File: config.mk
export PLATFORM = sky130hd
export DESIGN_NAME = pdc_compare_trap
export DESIGN_NICKNAME = d
export VERILOG_FILES = /design/src/pdc_pkg.sv /design/src/pdc_split_reg.sv /design/src/pdc_compare_trap.sv
export SDC_FILE = /design/constraint.sdc
export NUM_CORES = 1
export LEC_CHECK = 0
export ABC_AREA = 0
export BUFFER_PORTS_ARGS = -buffer_cell sky130_fd_sc_hd__buf_2
export CAP_MARGIN = 15
export CORE_MARGIN = 2
export CORE_UTILIZATION = 44
export CTS_CLUSTER_DIAMETER = 150
export DETAILED_ROUTE_END_ITERATION = 16
export PLACE_DENSITY = 0.74
export SETUP_SLACK_MARGIN = 0.15
export SLEW_MARGIN = 30
export SYNTH_ARGS = -nofsm -noshare
export SYNTH_HDL_FRONTEND = slang
export SYNTH_SLANG_ARGS = --single-unit
File: constraint.sdc
create_clock -name clk -period 4.1 [get_ports clk]
set_input_delay 0.615 -clock clk [delete_from_list [all_inputs] [get_ports clk]]
set_output_delay 0.615 -clock clk [all_outputs]
set_load 0.01 [all_outputs]
File: src/pdc_pkg.sv
// package of register addresses, field layouts and reset values for the packet data compare trap
`default_nettype none
package pdc_pkg;
   localparam int           PDC_ADDR_W      = 32;
   localparam int           PDC_REG_W       = 64;
   localparam int           PDC_PAT_W       = 81;
   localparam int           PDC_HALF_LO_W   = 45;
   localparam int           PDC_HALF_HI_W   = 36;
   localparam int           PDC_NUM_SRC     = 2;
   // msr addresses
   localparam logic [31:0]  PDC_VAL_LO_ADDR  = 32'h510100d0;
   localparam logic [31:0]  PDC_VAL_HI_ADDR  = 32'h510100d1;
   localparam logic [31:0]  PDC_MASK_LO_ADDR = 32'h510100d2;
   localparam logic [31:0]  PDC_MASK_HI_ADDR = 32'h510100d3;
   // field positions
   localparam int           PDC_LO_FIELD_MSB = 44;
   localparam int           PDC_HI_FIELD_MSB = 35;
   // reset values
   localparam logic [63:0]  PDC_VAL_LO_RST  = 64'h0;
   localparam logic [63:0]  PDC_VAL_HI_RST  = 64'h0;
   localparam logic [63:0]  PDC_MASK_LO_RST = 64'h0;
   localparam logic [63:0]  PDC_MASK_HI_RST = 64'h0;
endpackage : pdc_pkg
`default_nettype wire

File: src/pdc_split_reg.sv
// one 64-bit msr at a parameter address; the whole word is kept as written, fields are cut by the user
`timescale 1ns/1ps
`default_nettype none
module pdc_split_reg
   import pdc_pkg::*;
#(
   parameter logic [31:0] ADDR  = 32'h0,
   parameter logic [63:0] RST   = 64'h0
)
(
   input  wire logic        clk,
   input  wire logic        rst,
   input  wire logic        msr_wr,
   input  wire logic [31:0] msr_addr,
   input  wire logic [63:0] msr_wdata,
   output logic             sel,
   output logic [63:0]      value_q
);
   logic [63:0] value_d;

   always_comb
   begin
      sel     = (msr_addr == ADDR);
      value_d = value_q;
      // reserved bits hold what software wrote so write-as-read returns it
      if (msr_wr && sel)
      begin
         value_d = msr_wdata;
      end
   end

   always_ff @(posedge clk)
   begin
      if (rst)
      begin
         value_q <= RST;
      end
      else
      begin
         value_q <= value_d;
      end
   end
endmodule : pdc_split_reg
`default_nettype wire

File: src/pdc_compare_trap.sv
// packet data compare trap: compare registers and match logic on arbitrated packets
//
// Overview of operation
// - a hit is declared when the packet data ANDed with the assembled mask equals the assembled value.
// - only a packet that has won arbitration is compared, never one still waiting.
// - a hit drives only the data-compare error sources whose enables are set.
// - value bits 80 to 45 come from bits 35 to 0 of the high compare-value register.
// - mask bits 44 to 0 come from bits 44 to 0 of the low compare-mask register.
// - data, value and mask halves are joined into full 81-bit patterns before comparing.
// - mask bits 80 to 45 come from bits 35 to 0 of the high compare-mask register.
`timescale 1ns/1ps
`default_nettype none
module pdc_compare_trap
   import pdc_pkg::*;
(
   input  wire logic                   clk,
   input  wire logic                   rst,
   input  wire logic                   msr_wr,
   input  wire logic                   msr_rd,
   input  wire logic [31:0]            msr_addr,
   input  wire logic [63:0]            msr_wdata,
   output logic      [63:0]            msr_rdata,
   output logic                        msr_hit,
   input  wire logic                   pkt_granted,
   input  wire logic [PDC_HALF_HI_W-1:0] incoming_packet_data_hi,
   input  wire logic [PDC_HALF_LO_W-1:0] incoming_packet_data_lo,
   input  wire logic [PDC_NUM_SRC-1:0] source_enable,
   output logic                        compare_hit_q,
   output logic      [PDC_NUM_SRC-1:0] data_match_error_source_q
);
   // stored register words and decodes
   logic [63:0]              val_lo_q;
   logic [63:0]              val_hi_q;
   logic [63:0]              mask_lo_q;
   logic [63:0]              mask_hi_q;
   logic [3:0]               sel;

   // fields cut out of the stored words
   logic [PDC_HALF_LO_W-1:0] compare_value_lower_field;
   logic [PDC_HALF_HI_W-1:0] compare_value_upper_field;
   logic [PDC_HALF_LO_W-1:0] compare_mask_lower_field;
   logic [PDC_HALF_HI_W-1:0] compare_mask_upper_field;

   // assembled patterns and match state
   logic [PDC_PAT_W-1:0]     incoming_packet_data;
   logic [PDC_PAT_W-1:0]     assembled_match_value;
   logic [PDC_PAT_W-1:0]     assembled_match_mask;
   logic [PDC_PAT_W-1:0]     masked_packet_data;
   logic                     hit_now;
   logic                     compare_hit_d;
   logic [PDC_NUM_SRC-1:0]   data_match_error_source_d;

   logic [63:0]              msr_rdata_d;
   logic [63:0]              msr_rdata_q;

   // write-as-read: the whole word is stored so reserved bits read back unchanged
   pdc_split_reg
   #(
      .ADDR (PDC_VAL_LO_ADDR),
      .RST  (PDC_VAL_LO_RST)
   )
   u_val_lo
   (
      .clk       (clk),
      .rst       (rst),
      .msr_wr    (msr_wr),
      .msr_addr  (msr_addr),
      .msr_wdata (msr_wdata),
      .sel       (sel[0]),
      .value_q   (val_lo_q)
   );

   // compare value, high word
   pdc_split_reg
   #(
      .ADDR (PDC_VAL_HI_ADDR),
      .RST  (PDC_VAL_HI_RST)
   )
   u_val_hi
   (
      .clk       (clk),
      .rst       (rst),
      .msr_wr    (msr_wr),
      .msr_addr  (msr_addr),
      .msr_wdata (msr_wdata),
      .sel       (sel[1]),
      .value_q   (val_hi_q)
   );

   // compare mask, low word
   pdc_split_reg
   #(
      .ADDR (PDC_MASK_LO_ADDR),
      .RST  (PDC_MASK_LO_RST)
   )
   u_mask_lo
   (
      .clk       (clk),
      .rst       (rst),
      .msr_wr    (msr_wr),
      .msr_addr  (msr_addr),
      .msr_wdata (msr_wdata),
      .sel       (sel[2]),
      .value_q   (mask_lo_q)
   );

   // compare mask, high word
   pdc_split_reg
   #(
      .ADDR (PDC_MASK_HI_ADDR),
      .RST  (PDC_MASK_HI_RST)
   )
   u_mask_hi
   (
      .clk       (clk),
      .rst       (rst),
      .msr_wr    (msr_wr),
      .msr_addr  (msr_addr),
      .msr_wdata (msr_wdata),
      .sel       (sel[3]),
      .value_q   (mask_hi_q)
   );

   // fields cut out of the stored words
   always_comb
   begin
      compare_value_upper_field = val_hi_q[PDC_HI_FIELD_MSB:0];
      compare_value_lower_field = val_lo_q[PDC_LO_FIELD_MSB:0];
      compare_mask_upper_field  = mask_hi_q[PDC_HI_FIELD_MSB:0];
      compare_mask_lower_field  = mask_lo_q[PDC_LO_FIELD_MSB:0];
   end

   always_comb
   begin
      incoming_packet_data  = {incoming_packet_data_hi, incoming_packet_data_lo};
      assembled_match_value = {compare_value_upper_field, compare_value_lower_field};
      assembled_match_mask  = {compare_mask_upper_field, compare_mask_lower_field};
   end

   // match of the packet on the port this cycle
   always_comb
   begin
      masked_packet_data        = incoming_packet_data & assembled_match_mask;
      hit_now                   = (masked_packet_data == assembled_match_value);
      compare_hit_d             = pkt_granted && hit_now;
      data_match_error_source_d = {PDC_NUM_SRC{compare_hit_d}} & source_enable;
   end

   always_ff @(posedge clk)
   begin
      if (rst)
      begin
         compare_hit_q             <= 1'b0;
         data_match_error_source_q <= '0;
      end
      else
      begin
         compare_hit_q             <= compare_hit_d;
         data_match_error_source_q <= data_match_error_source_d;
      end
   end

   // read mux: unmapped reads give zero, the last word stands until the next read
   always_comb
   begin
      msr_rdata_d = msr_rdata_q;
      if (msr_rd)
      begin
         case (sel)
            4'h1:
            begin
               msr_rdata_d = val_lo_q;
            end
            4'h2:
            begin
               msr_rdata_d = val_hi_q;
            end
            4'h4:
            begin
               msr_rdata_d = mask_lo_q;
            end
            4'h8:
            begin
               msr_rdata_d = mask_hi_q;
            end
            default:
            begin
               msr_rdata_d = 64'h0;
            end
         endcase
      end
   end

   always_ff @(posedge clk)
   begin
      if (rst)
      begin
         msr_rdata_q <= 64'h0;
      end
      else
      begin
         msr_rdata_q <= msr_rdata_d;
      end
   end

   assign msr_rdata = msr_rdata_q;

   // any of the four words decoded
   always_comb
   begin
      msr_hit = |sel;
   end
endmodule : pdc_compare_trap
`default_nettype wire

==> impl_results.md <==
* MaxCap Viol Count at 0
* Fillers at 2962
* Pin count of the biggest net entering global routing at 192
* Relative slew slack at 41.1%
* Via count at 11800
* Crit Reg-Reg Startpoint: u_val_hi.value_q[23]
* CP peak stage delay at a little over 600 ps
* Syn avg cell area at 10.2 um2
* Slowest-stage cell, CP: or4_1
* Critical Path Fanout Max at 4
* Mapped Area at between 10000 and 15000 um2
* Layout area overhead at 18.3%
* Non-Filler Instances at roughly 2100
* Yosys reg bits at 323
* Overflow after GRT at 0
* FF-to-FF path depth at 5
* PwrDens at 373 nW/um2
* Post-route DRC violation count at 0
* Crit share post-route at 62.0%
* Clock root buffer: clkbuf_16
* Crit path from: u_val_hi.value_q[23]
* Total power at 6.41 mW
* VDD IR-drop max at 0.000232 V
* DIE AREA at 34500 um2
* Worst R2R End: data_match_error_source_q[0]
* Worst Path Required at 4440 ps
* NumNets Final at between 1500 and 2000
* Violation count after the first detailed-routing iteration at 989
* IO Count at 252
* GRT Overall Usage at 24.6%
* Number of synthesized flops with an enable pin at 0
* Die Width at 186 um
* Arr. time, crit path at 2890 ps
* Vias per inst at 5.56
* Top delay family on crit path: simple AND/OR/NAND/NOR gates
* Drt pass-1 iters at 7
* F_max at 393 MHz
* Share of layout cells above drive strength 1 at 23.6%
* CTS H-tree depth at 2
* Final Cell Area at 17200 um2
* Hold path start: msr_wdata[2]
* Die height at 186 um
* R2R Setup Slk at about 1600 ps
* Dpl hpwl at 29800 um
* Aggregate routed wire length at 43100 um
* Drt wl/cell at 20.4 um
* Cell Count Post-Placement at 2041
* CTS Buf Count at 35
* Clk_lat worst skew at 510 ps
* Placed Area at 16100 um2
* Fin. max-slew vios at 0
* CP cell instances: nand3_1, a211oi_1, nand4_1, or4_1, nor4_1
* Top FF cell, synth: dfxtp_1
* Worst Tran Pin Value at slightly below 900 ps
* CP Buf/Inv Count at 0
* Minimum clock period at 2540 ps
* Final ANT Viol Nets at 0
* # port buffers at 251
* Critical path start-end classification: register to register
* Yosys warns at 0
* First-pass GRT wire length at 65300 um
* Final worst slack at 1560 ps
* Starting Density at about 45%
* Core Area at approximately 33000 um2
* Rows at 66
* Count of cell types in the netlist at 48
* Capture point of the critical path: data_match_error_source_q[0]
* # setup viols final at 0
* Hold Path Class: primary input to register
* Final clock skew at 18.4 ps
* Post-synth ARST share at 0%
* Placer congestion estimate at between 0.8 and 0.9
* Vias in the first global route at 11300
* Setup Buffers After CTS at 0
* CTS tree: built
* Clock Tree Buf Depth at 3
* Post-synthesis instance total at 1428
* Status: complete, no violations
* Initial antenna violation count at 20
* Leak at 8.06 nW
* Levels on crit path at 5
* Final number of hold-violating endpoints at 0
* Sequential fraction of the synthesis area at 44.4%
* Worst Setup Start Kind: register
* Final setup TNS at 0 ps
* CTS-repair resized insts at 0
* CTS sink cnt at around 320
* CP Capture Type: register
* Reg clk slew, reported paths at 60 ps
* Synthesized Nets at ~1600
* Hold buffer count at CTS at 0
* RSZ-0062 raised after global routing: false
* Setup Slack @ Placement at 1090 ps
## per-stage QoR
stage,hold WS [ps],utilization [%]
floorplan,455,-
global placement,453,49.5
detailed placement,456,49.5
CTS,375,52.8
global route,380,52.8
finish,382,52.9
## worst register-to-register path: stages (launching register included)
cell and delay [ps]:
dfxtp_1 380, nand3_1 170, a211oi_1 340, nand4_1 250
or4_1 620, nor4_1 610
## placed cells by master, fill, tap and decap left out, drive strengths merged, types with 2 or more instances in the layout
master   instances
nand4           12
clkbuf          55
nand3b           4
a211oi           9
a21oi           86
a21bo            3
and3            23
mux4            64
a21o            10
o22ai            6
diode           18
o22a             8
mux2i          256
a21boi          18
o2111ai          2
xor2            14
nor4             7
or4              3
clkinv           3
xnor2            4
nand2           35
buf            270
nor2           263
and3b           15
nor4b            4
a2111o           2
inv              3
nor4bb           2
nand2b          65
a221o            2
nand3           76
dfxtp          323
and4             2
## power by group
part | leakage [nW] | switching [mW] | internal, mW
clock | 0.520 | 1.25 | 1.72
combinational | 4.94 | 0.183 | 0.115
sequential | 2.60 | 0.000215 | 3.14
## metal layers
layer  part of all wire, %  up-vias  wire length [um]  global-route usage (%)
met1                    42     5690             18300                    32.2
met4                   3.4        4              1460                    10.1
li1                      -     5541                 -                       -
met5                 0.053        -                23                       0
met3                   8.3       92              3590                    6.40
met2                    46      448             19800                    38.9
## synth_stat cells (all sizes together), types with 2 or more instances
| library cell | count | area, um2 |
|---|---|---|
| nand3b | 4 | 30.0 |
| mux2i | 256 | 2560 |
| nand2 | 35 | 131 |
| o22a | 8 | 70.1 |
| dfxtp | 323 | 6470 |
| buf | 45 | 262 |
| nand3 | 76 | 380 |
| and3b | 15 | 131 |
| nor4b | 4 | 50.1 |
| nand2b | 65 | 407 |
| nor2 | 263 | 987 |
| and3 | 23 | 144 |
| a21o | 10 | 75.1 |
| and4 | 2 | 17.5 |
| o2111ai | 2 | 17.5 |
| xnor2 | 4 | 35.0 |
| o22ai | 6 | 51.3 |
| inv | 2 | 7.51 |
| a211oi | 9 | 67.6 |
| a21boi | 18 | 135 |
| mux4 | 64 | 1440 |
| xor2 | 14 | 123 |
| or4 | 3 | 26.3 |
| a221o | 2 | 20.0 |
| nor4bb | 2 | 20.0 |
| a21bo | 3 | 30.0 |
| a2111o | 2 | 22.5 |
| a21oi | 86 | 430 |
| nand4 | 12 | 75.1 |
| nor4 | 7 | 58.8 |
| clkbuf | 54 | 203 |
## worst min-delay path by stage
stage,to,slack [ps],depth (start not counted)
after floorplan,u_mask_hi.value_q[36],450,2
after global placement,msr_rdata[20],450,2
after detailed placement,msr_rdata[20],460,2
after CTS,u_val_hi.value_q[10],380,3
after global routing,u_val_lo.value_q[26],380,3
final,u_mask_hi.value_q[2],380,3
## state kept, by name, summed over array words and instances, names as in the netlist
name	count
msr_rdata	64
u_mask_hi.value_q	64
u_mask_lo.value_q	64
u_val_hi.value_q	64
u_val_lo.value_q	64
data_match_error_source_q	2
compare_hit_q	1
## logic make-up after synthesis
logic type	Yosys count	synth area share, %
simple gates	515	17.1
flops	323	44.4
mux	320	27.5
compound gates	151	6.63
buf+inv	101	3.24
xor+xnor	18	1.08
## area by class of cell
| cell class | instances | area [um2] | area share (%) |
|---|---|---|---|
| clock buffers | 55 | 1030 | 5.99 |
| multi-input cells | 1004 | 7630 | 44.3 |
| diodes | 18 | 45.0 | 0.262 |
| well taps | 442 | 553 | 3.21 |
| flip-flops and latches | 323 | 6470 | 37.6 |
| clock inverters | 5 | 35.0 | 0.204 |
| inverters | 2 | 7.51 | 0.0436 |
| repair buffers | 270 | 1440 | 8.38 |
No activity file was read; power rests on OpenSTA's default activity.
